===== src/rtl/hpw_pkg.sv =====
// Shared constants for the host write port link
// Functional notes
// RULE_01 - Every host write uses one cycle protocol
// RULE_02 - Either strobe may frame the cycle
// RULE_03 - Cycle starts when both strobes low
// RULE_04 - Cycle ends when either strobe rises
// RULE_05 - Strobe high at least 13 ns between
// RULE_06 - Strobes jointly low at least 32 ns
// RULE_07 - Whole write cycle at least 165 ns
// RULE_08 - Sixteen bit data, one word per cycle
// RULE_09 - Queue select pushes word, skips upper decode
// RULE_10 - Queue writes use identical cycle protocol
// RULE_11 - Queue select sampled like an address line
// RULE_12 - Queue mode keeps A[2:1], ignores A[7:3]
// RULE_13 - Capture and push at cycle ending edge
package hpw_pkg;
  localparam int DATA_W = 16;
  localparam int ADDR_W = 7;
  localparam int LANE_W = 2;
  localparam int FIFO_DEPTH = 8;
  localparam int CLK_PERIOD_NS = 100;
  localparam int T_CYCLE_NS = 165;
  localparam int T_CSL_NS = 32;
  localparam int T_CSH_NS = 13;
  localparam int CYCLE_CYC_RAW = (T_CYCLE_NS + CLK_PERIOD_NS - 1) / CLK_PERIOD_NS;
  localparam int CSL_CYC_RAW = (T_CSL_NS + CLK_PERIOD_NS - 1) / CLK_PERIOD_NS;
  localparam int CSH_CYC_RAW = (T_CSH_NS + CLK_PERIOD_NS - 1) / CLK_PERIOD_NS;
  localparam int CYCLE_CYC = (CYCLE_CYC_RAW < 1) ? 1 : CYCLE_CYC_RAW;
  localparam int CSL_CYC = (CSL_CYC_RAW < 1) ? 1 : CSL_CYC_RAW;
  localparam int CSH_CYC = (CSH_CYC_RAW < 1) ? 1 : CSH_CYC_RAW;
  localparam int ASSERT_CYC = (CSL_CYC > CYCLE_CYC - CSH_CYC) ? CSL_CYC : CYCLE_CYC - CSH_CYC;
  localparam int RELEASE_CYC = (CSH_CYC > CYCLE_CYC - ASSERT_CYC) ? CSH_CYC : CYCLE_CYC - ASSERT_CYC;
  localparam int CNT_W = 4;
  localparam logic [CNT_W-1:0] ASSERT_LAST = CNT_W'(ASSERT_CYC - 1);
  localparam logic [CNT_W-1:0] RELEASE_LAST = CNT_W'(RELEASE_CYC - 1);
  localparam logic STROBE_IDLE = 1'b1;
  localparam logic [DATA_W-1:0] DATA_RST = 16'h0000;
  localparam logic [ADDR_W-1:0] ADDR_RST = 7'h00;
  localparam int SYNC_W = 3 + ADDR_W + DATA_W;
endpackage


===== src/rtl/hpw_link_if.sv =====
// Write link between host and device ends
`timescale 1ns/100ps
interface hpw_link_if;
  logic chip_sel_low;
  logic write_strobe_low;
  logic [hpw_pkg::ADDR_W-1:0] addr;
  logic fifo_sel;
  logic [hpw_pkg::DATA_W-1:0] data;
  modport host (
    output chip_sel_low,
    output write_strobe_low,
    output addr,
    output fifo_sel,
    output data
  );
  modport dev (
    input chip_sel_low,
    input write_strobe_low,
    input addr,
    input fifo_sel,
    input data
  );
endinterface


===== src/rtl/hpw_device.sv =====
// Device end: decodes write cycles into register writes or queue pushes
`timescale 1ns/100ps
module hpw_fifo #(
  parameter int WIDTH = 18,
  parameter int DEPTH = 8
) (
  input wire logic core_clk,
  input wire logic rst,
  input wire logic in_valid,
  output logic in_ready,
  input wire logic [WIDTH-1:0] in_data,
  output logic out_valid,
  input wire logic out_ready,
  output logic [WIDTH-1:0] out_data
);
  localparam int PW = (DEPTH > 1) ? $clog2(DEPTH) : 1;
  localparam int CW = $clog2(DEPTH + 1);

  logic [WIDTH-1:0] mem [DEPTH];
  logic [PW-1:0] wp_reg, rp_reg;
  logic [CW-1:0] cnt_reg, cnt_next;
  logic full_reg, empty_reg;
  logic push, pop;

  assign push = in_valid && !full_reg;
  assign pop = out_ready && !empty_reg;

  always_comb begin
    cnt_next = cnt_reg;
    if (push && !pop) begin
      cnt_next = cnt_reg + 1'b1;
    end else if (pop && !push) begin
      cnt_next = cnt_reg - 1'b1;
    end
  end

  always_ff @(posedge core_clk) begin
    if (rst) begin
      wp_reg <= '0;
      rp_reg <= '0;
      cnt_reg <= '0;
      full_reg <= 1'b0;
      empty_reg <= 1'b1;
    end else begin
      if (push) begin
        wp_reg <= (wp_reg == PW'(DEPTH - 1)) ? '0 : wp_reg + 1'b1;
      end
      if (pop) begin
        rp_reg <= (rp_reg == PW'(DEPTH - 1)) ? '0 : rp_reg + 1'b1;
      end
      cnt_reg <= cnt_next;
      full_reg <= (cnt_next == CW'(DEPTH));
      empty_reg <= (cnt_next == '0);
    end
  end

  always_ff @(posedge core_clk) begin
    if (push) begin
      mem[wp_reg] <= in_data;
    end
  end

  assign in_ready = !full_reg;
  assign out_valid = !empty_reg;
  assign out_data = mem[rp_reg];
endmodule

module hpw_device (
  input wire logic core_clk,
  input wire logic rst,
  hpw_link_if.dev link,
  output logic reg_wr_valid,
  output logic [hpw_pkg::ADDR_W-1:0] reg_wr_addr,
  output logic [hpw_pkg::DATA_W-1:0] reg_wr_data,
  output logic tx_valid,
  input wire logic tx_ready,
  output logic [hpw_pkg::DATA_W-1:0] tx_data,
  output logic [hpw_pkg::LANE_W-1:0] tx_lane,
  output logic tx_space,
  output logic tx_drop
);
  typedef enum logic {HPW_WAIT, HPW_ACTIVE} hpw_dstate_t;

  localparam int QW = hpw_pkg::LANE_W + hpw_pkg::DATA_W;

  logic [hpw_pkg::SYNC_W-1:0] sync1_reg, sync2_reg;
  logic cs_low, wr_low, sel_s;
  logic [hpw_pkg::ADDR_W-1:0] addr_s;
  logic [hpw_pkg::DATA_W-1:0] data_s;
  logic both_low;
  hpw_dstate_t state_reg;
  logic [hpw_pkg::ADDR_W-1:0] cap_addr_reg;
  logic cap_sel_reg;
  logic [hpw_pkg::DATA_W-1:0] cap_data_reg;
  logic cycle_end;
  logic push_reg;
  logic [QW-1:0] push_data_reg;
  logic drop_reg;
  logic wr_valid_reg;
  logic [hpw_pkg::ADDR_W-1:0] wr_addr_reg;
  logic [hpw_pkg::DATA_W-1:0] wr_data_reg;
  logic q_in_ready, q_out_valid;
  logic [QW-1:0] q_out_data;

  // ****************************************
  // Pin synchronisers
  // ****************************************
  always_ff @(posedge core_clk) begin
    if (rst) begin
      sync1_reg <= {2'b11, {(hpw_pkg::SYNC_W - 2){1'b0}}};
      sync2_reg <= {2'b11, {(hpw_pkg::SYNC_W - 2){1'b0}}};
    end else begin
      sync1_reg <= {link.chip_sel_low, link.write_strobe_low, link.fifo_sel, link.addr,
                    link.data}; // RULE_11
      sync2_reg <= sync1_reg;
    end
  end

  assign {cs_low, wr_low, sel_s, addr_s, data_s} = sync2_reg;
  assign both_low = !cs_low && !wr_low; // RULE_03
  assign cycle_end = (state_reg == HPW_ACTIVE) && !both_low; // RULE_04

  // ****************************************
  // Cycle tracking
  // ****************************************
  always_ff @(posedge core_clk) begin
    if (rst) begin
      state_reg <= HPW_WAIT;
    end else begin
      case (state_reg)
        HPW_WAIT: if (both_low) begin
          state_reg <= HPW_ACTIVE; // RULE_02
        end
        HPW_ACTIVE: if (!both_low) begin
          state_reg <= HPW_WAIT;
        end
        default: state_reg <= HPW_WAIT;
      endcase
    end
  end

  // Latest word seen while both strobes low
  always_ff @(posedge core_clk) begin
    if (rst) begin
      cap_addr_reg <= hpw_pkg::ADDR_RST;
      cap_sel_reg <= 1'b0;
      cap_data_reg <= hpw_pkg::DATA_RST;
    end else if (both_low) begin
      cap_addr_reg <= addr_s;
      cap_sel_reg <= sel_s;
      cap_data_reg <= data_s; // RULE_08
    end
  end

  // ****************************************
  // Decode at cycle end
  // ****************************************
  always_ff @(posedge core_clk) begin
    if (rst) begin
      wr_valid_reg <= 1'b0;
      wr_addr_reg <= hpw_pkg::ADDR_RST;
      wr_data_reg <= hpw_pkg::DATA_RST;
      push_reg <= 1'b0;
      push_data_reg <= '0;
    end else begin
      wr_valid_reg <= cycle_end && !cap_sel_reg; // RULE_01
      push_reg <= cycle_end && cap_sel_reg; // RULE_09
      if (cycle_end && !cap_sel_reg) begin
        wr_addr_reg <= cap_addr_reg;
        wr_data_reg <= cap_data_reg; // RULE_13
      end
      if (cycle_end && cap_sel_reg) begin
        push_data_reg <= {cap_addr_reg[1:0], cap_data_reg}; // RULE_12
      end
    end
  end

  always_ff @(posedge core_clk) begin
    if (rst) begin
      drop_reg <= 1'b0;
    end else begin
      drop_reg <= push_reg && !q_in_ready;
    end
  end

  // ****************************************
  // Transmit queue
  // ****************************************
  hpw_fifo #(
    .WIDTH(QW),
    .DEPTH(hpw_pkg::FIFO_DEPTH)
  ) u_queue (
    .core_clk(core_clk),
    .rst(rst),
    .in_valid(push_reg), // RULE_10
    .in_ready(q_in_ready),
    .in_data(push_data_reg),
    .out_valid(q_out_valid),
    .out_ready(tx_ready),
    .out_data(q_out_data)
  );

  assign reg_wr_valid = wr_valid_reg;
  assign reg_wr_addr = wr_addr_reg;
  assign reg_wr_data = wr_data_reg;
  assign tx_valid = q_out_valid;
  assign tx_data = q_out_data[hpw_pkg::DATA_W-1:0];
  assign tx_lane = q_out_data[QW-1:hpw_pkg::DATA_W];
  assign tx_space = q_in_ready;
  assign tx_drop = drop_reg;
endmodule


===== src/flat_wrapper.sv =====
// flat-port wrapper written by rule: the top's interface ports become plain ports
module hpw_device_flat 
  (core_clk, rst, reg_wr_valid, reg_wr_addr, reg_wr_data, tx_valid, tx_ready, tx_data, tx_lane, tx_space, tx_drop, link_chip_sel_low, link_write_strobe_low, link_addr, link_fifo_sel, link_data);
  hpw_link_if link_i ();
  input wire logic core_clk;
  input wire logic rst;
  output logic reg_wr_valid;
  output logic [hpw_pkg::ADDR_W-1:0] reg_wr_addr;
  output logic [hpw_pkg::DATA_W-1:0] reg_wr_data;
  output logic tx_valid;
  input wire logic tx_ready;
  output logic [hpw_pkg::DATA_W-1:0] tx_data;
  output logic [hpw_pkg::LANE_W-1:0] tx_lane;
  output logic tx_space;
  output logic tx_drop;
  input wire logic [$bits(link_i.chip_sel_low)-1:0] link_chip_sel_low;
  input wire logic [$bits(link_i.write_strobe_low)-1:0] link_write_strobe_low;
  input wire logic [$bits(link_i.addr)-1:0] link_addr;
  input wire logic [$bits(link_i.fifo_sel)-1:0] link_fifo_sel;
  input wire logic [$bits(link_i.data)-1:0] link_data;
  assign link_i.chip_sel_low = link_chip_sel_low;
  assign link_i.write_strobe_low = link_write_strobe_low;
  assign link_i.addr = link_addr;
  assign link_i.fifo_sel = link_fifo_sel;
  assign link_i.data = link_data;
  hpw_device u_core (.core_clk(core_clk), .rst(rst), .link(link_i), .reg_wr_valid(reg_wr_valid), .reg_wr_addr(reg_wr_addr), .reg_wr_data(reg_wr_data), .tx_valid(tx_valid), .tx_ready(tx_ready), .tx_data(tx_data), .tx_lane(tx_lane), .tx_space(tx_space), .tx_drop(tx_drop));
endmodule

===== config.mk =====
export PLATFORM = sky130hd
export DESIGN_NAME = hpw_device_flat
export DESIGN_NICKNAME = d
export VERILOG_FILES = /design/src/rtl/hpw_pkg.sv /design/src/rtl/hpw_link_if.sv /design/src/rtl/hpw_device.sv /design/src/flat_wrapper.sv
export SDC_FILE = /design/constraint.sdc
export NUM_CORES = 1
export LEC_CHECK = 0
export BUFFER_PORTS_ARGS = -buffer_cell sky130_fd_sc_hd__buf_2
export CAP_MARGIN = 40
export CELL_PAD_IN_SITES_DETAIL_PLACEMENT = 1
export CELL_PAD_IN_SITES_GLOBAL_PLACEMENT = 2
export CORE_MARGIN = 4
export CORE_UTILIZATION = 38
export DETAILED_ROUTE_END_ITERATION = 12
export GPL_TIMING_DRIVEN = 0
export PLACE_DENSITY_LB_ADDON = 0.12
export SYNTH_ARGS = -nofsm -noshare
export SYNTH_HDL_FRONTEND = slang
export SYNTH_SLANG_ARGS = --single-unit

===== constraint.sdc =====
create_clock -name core_clk -period 2.65 [get_ports core_clk]
set_clock_uncertainty 0.1 [all_clocks]
set_input_delay 0.265 -clock core_clk [delete_from_list [all_inputs] [get_ports core_clk]]
set_output_delay 0.265 -clock core_clk [all_outputs]
set_load 0.005 [all_outputs]

After elaboration in Yosys (flattened, before gate mapping)
Memory sizes are Yosys's and may differ from the RTL's. A register that Yosys moved wholly into a read port is not among the register bits.
Cells that the tools add are included.
W data, S select, Z words.

storage, ports and cells
  bits of input ports = 29
  output and inout port bits = 45
  memories kept = 1
  memory bits (writable) = 144
  flip-flop bits (word level) = 133

cells by class
  reduce and logical (&&, ||, !) cells = 18
  $add $sub $neg = 4
  equality and inequality tests = 3
  mux-type cells = 9

memory list
  name                depth  width  rd ports  clocked after memory_dff  wr ports  RTL line          RTL
  u_core.u_queue.mem  8      18     1         1                         1         hpw_device.sv:19  logic [WIDTH-1:0] mem [DEPTH];

operator list
  cell                   number
  $mux W3                4
  $logic_and A1 B1 Y1    9
  $logic_not A1 Y1       8
  $mux W4                2
  $add A3 B1 Y3 const B  2
  $eq A3 B3 Y1 const B   2
  $add A4 B1 Y4 const B  1
  $eq A4 B4 Y1 const B   1
  $logic_not A4 Y1       1
  $sub A4 B1 Y4 const B  1
  $mux W1                3

Longest topological paths before layout
  word-level depth = 7
  depth in mapped cells = 8

Modules after synthesis
Synthesis repeated with hierarchy kept, for this count alone.

second synthesis, totals
  cell total of the unflattened synthesis = 709
  area total of the unflattened synthesis = 10,258.6 um^2

by module, submodules not included
  module      area an instance (um^2)  cells each  instances  sequential area each (um^2)
  hpw_fifo    6,268.5                  304         1          4,624.4
  hpw_device  3,990.1                  405         1          2,422.3

Worst setup path before layout
No wires, ideal clock.

  path type = flip-flop to flip-flop
  start = reg u_core.u_queue.full_reg
  end = mem u_core.u_queue.mem[0][0] (enable)
  buffers on the path = 1
  stages on the path, launching flop included = 4
  setup slack = -274 ps
  arrival time = 2,385 ps
  period minus slack after synthesis = 2,924 ps
  setup time = 439 ps
  data required time = 2,111 ps
  cells stage by stage = dfxtp_1 > nand2b_1 > buf_2 > nor4_1

between the ends
  word-level cells in the longest chain between the ends = 4

ends and longest elaborated chain
  item                           RTL line          RTL
  start: declaration             hpw_device.sv:22  logic full_reg, empty_reg;
  start signal: assignment       hpw_device.sv:52  full_reg <= (cnt_next == CW'(DEPTH));
  $logic_not A1 Y1               hpw_device.sv:25  assign push = in_valid && !full_reg;
  $logic_and A1 B1 Y1            hpw_device.sv:25
  $mux W1                        hpw_device.sv:58  if (push) begin
  $mux W1 (implied by the code)  hpw_device.sv:59  mem[wp_reg] <= in_data;
  end: declaration               hpw_device.sv:19

Every way passes these cells.

==> results by group <==
GRT
  • Gr usage total: 0.158
  • Largest net degree at the start of global routing: 15
  • Initial antenna violation count: 0
  • Global-route wire length before repair: 35700 um
  • GR Overflow Total: 0
  • Number of global-route vias before repair: 6355

Timing
  • RSZ-0062 raised after global routing: false
  • Worst-margin pin slew: 0.907 ns
  • Setup TNS: 0 ns
  • Final hold violations: 0
  • Setup WS post-layout: 0.0693 ns
  • Max Clk Rate: 387 MHz
  • Final period util: 0.974
  • Tmin final: 2.58 ns
  • Max-slew violations: 0
  • Final setup fails: 0
  • WHS: 0.0152 ns
  • Slew margin rel.: 0.392

Final layout
  • Share of layout cells above drive strength 1: 0.211
  • Multi-input logic area: 0.00281 mm^2
  • Fill cell count: 2639
  • # nets final: 887
  • Diodes inserted: 0
  • Max reg flops: 144
  • FF/Latch Area: 0.00705 mm^2
  • Area added between synthesis and finish: 22.4%

Pwr
  • Comb pwr share: 0.076
  • Switching share of total power: 0.211
  • Maximum vdd drop: 0.418 mV
  • Net switching power: 1.97 mW
  • Internal power: 7.38 mW
  • Pleak: 4.37 nW
  • Sequential Power Share: 0.495
  • Clock Power Share: 0.429
  • Total Power: 9.35 mW
  • Power per cell area: 761 mW/mm^2

Floorplan
  • # IOs: 74
  • Row count: 59
  • Die extent in x: 171 um
  • Die area: 0.0291 mm^2
  • Die height: 171 um
  • Initial Utilization: 0.385
  • Core box area: 0.0261 mm^2

Yosys
  • Syn Area/Cell: 14.2 um^2
  • Async SR Flop Fraction: 0
  • Yosys top cell by area: edfxtp_1
  • Post-synth top cells: edfxtp_1 (144), nand2_1 (143), dfxtp_1 (136)
  • Count leader, synth: edfxtp_1
  • Mapped cell area: 0.0100 mm^2
  • Post-synth EDFFs: 144
  • Yosys reg bits: 280
  • Ys Warns: 0
  • Register area share after synthesis: 0.702
  • Top_reg_cell synth: edfxtp_1
  • Synthesized net count: 741
  • Yosys cell types: 35
  • Synthesized instance count: 706
  • Top cells by area, synth: edfxtp_1 (43%), dfxtp_1 (27%), mux4_1 (9.4%)
  • Post-synth top area share: 0.431

CTS
  • Maximum root-to-sink buffer count: 3
  • CTS tree: built
  • CTS Sinks: 280
  • Clock slew at reported path FFs: 0.06 ns
  • Root Driver: clkbuf_16
  • Clock Latency Late Sink: 0.53 ns
  • H-tree levels: 1
  • Num CTS Buffers: 29

Routing
  • Pre-antenna DRT Iters: 4
  • DR vias: 5872
  • Via density: 4.86
  • Routed wire length per instance: 18.6 um
  • Detail Route Antenna Nets: 0
  • Drt drc: 0
  • Total wire length: 22500 um
  • 1st-iter DRT viols: 237

Run
  • Max cap viols: 0

Worst setup path
  • Highest-delay cell along the critical path: mux4_1
  • Crit path DAT: 2.22 ns
  • CP Capture Type: output pin
  • Crit path launch type: flip-flop
  • CP peak stage delay: 0.56 ns
  • CP required: 2.29 ns
  • CP cell instances: buf_8, buf_12, mux4_1, mux2_2, buf_2
  • Crit-path max FO: 10
  • Reg-to-reg startpoint: u_core.u_queue.full_reg$_SDFF_PP0_
  • Worst setup path class: flip-flop to output pin

Place
  • DPL Wire Length: 15800 um
  • RePlAce Congestion: 0.709
  • Place WS: 0.294 ns
  • Count of input and output buffers: 72

Hold path
  • Hold Path Origin: rst
  • Hold Crit Class: input pin to flip-flop

Outcome
  • Status: finished, final reports clean
==> worst max-delay path: cells and delay by family, from the launching register on <==
family	cells	cell delay, ns
buffers and inverters	3	0.46
flip-flops	1	0.34
multiplexers	2	0.86
==> cells by family after synthesis <==
family                   after synthesis  synth area share
adder cells (fa/ha/maj)                6           0.00748
XOR/XNOR                               3           0.00262
AO/OA/AOI/OAI                         80            0.0418
AND/OR/NAND/NOR                      238             0.109
flip-flops                           280             0.702
buffers and inverters                 45            0.0224
multiplexers                          54             0.114
==> per-layer routing <==
layer  up-vias  track usage  routed length [um]
met5         -            0                   0
met4         0       0.0372                 442
met3        34       0.0220                 693
met2       105        0.291               11700
met1      2905        0.197                9620
li1       2828            -                   -
==> path summary, 6_finish.rpt <==
check                                                          end  slack (ns)  cells past startpoint
worst max-delay path                                    tx_data[3]        0.07                      5
worst min register to register     u_core.sync2_reg[25]$_SDFF_PP1_        0.31                      1
worst min-delay path                u_core.sync1_reg[7]$_SDFF_PP0_        0.02                      2
worst max register to register  u_core.u_queue.mem[2][2]$_DFFE_PP_        0.42                      5
==> cells in the final DEF (no fill, tap or decap), types with 6 or more instances in the layout <==
| cell type | Yosys | layout |
|---|---|---|
| nand2_1 | 143 | 143 |
| edfxtp_1 | 144 | 144 |
| mux4_1 | 36 | 35 |
| mux2_2 | 18 | 18 |
| buf_2 | 9 | 80 |
| a21oi_1 | 72 | 72 |
| clkbuf_16 | 0 | 29 |
| dlygate4sd3_1 | 0 | 31 |
| nor2b_1 | 49 | 49 |
| ha_1 | 6 | 6 |
| nor2_1 | 16 | 13 |
| inv_1 | 6 | 6 |
| clkbuf_1 | 17 | 23 |
| buf_4 | 3 | 7 |
| dfxtp_1 | 136 | 136 |
==> power by group through the flow <==
stage	registers, mW	logic, mW	clock network [mW]
floorplan	4.71	0.462	0
global placement	4.72	0.635	0
detailed placement	4.72	0.662	0
CTS	4.63	0.702	4.11
global route	4.63	0.780	4.30
finish	4.63	0.711	4.01
==> layout make-up <==
| type | count | share of cell area |
|---|---|---|
| flip-flops and latches | 280 | 0.574 |
| clock buffers | 39 | 0.0654 |
| inverters | 6 | 0.00183 |
| plain buffers | 39 | 0.0198 |
| repair buffers | 115 | 0.0653 |
| well taps | 335 | 0.0341 |
| multi-input cells | 381 | 0.228 |
| clock inverters | 12 | 0.0115 |
==> stage by stage <==
stage                     cell area (um^2)   util  cells
after floorplan                      10000      -    706
after global placement               10800  0.415   1113
after detailed placement             11000  0.422   1125
after CTS                            12300  0.470   1207
after global routing                 12300  0.471   1207
final                                12300  0.471   1207
==> repair_timing <==
| action | CTS | global route |
|---|---|---|
| setup endpoints to repair | 10 | 14 |
| endpoints found under the hold margin | 26 | 0 |
| hold buffers | 31 | 0 |
| pin swaps | 0 | 0 |
| setup buffers | 0 | 0 |
| cloned | 0 | 0 |
| gates resized for setup | 3 | 10 |
Power figures use the tool's default switching activity.
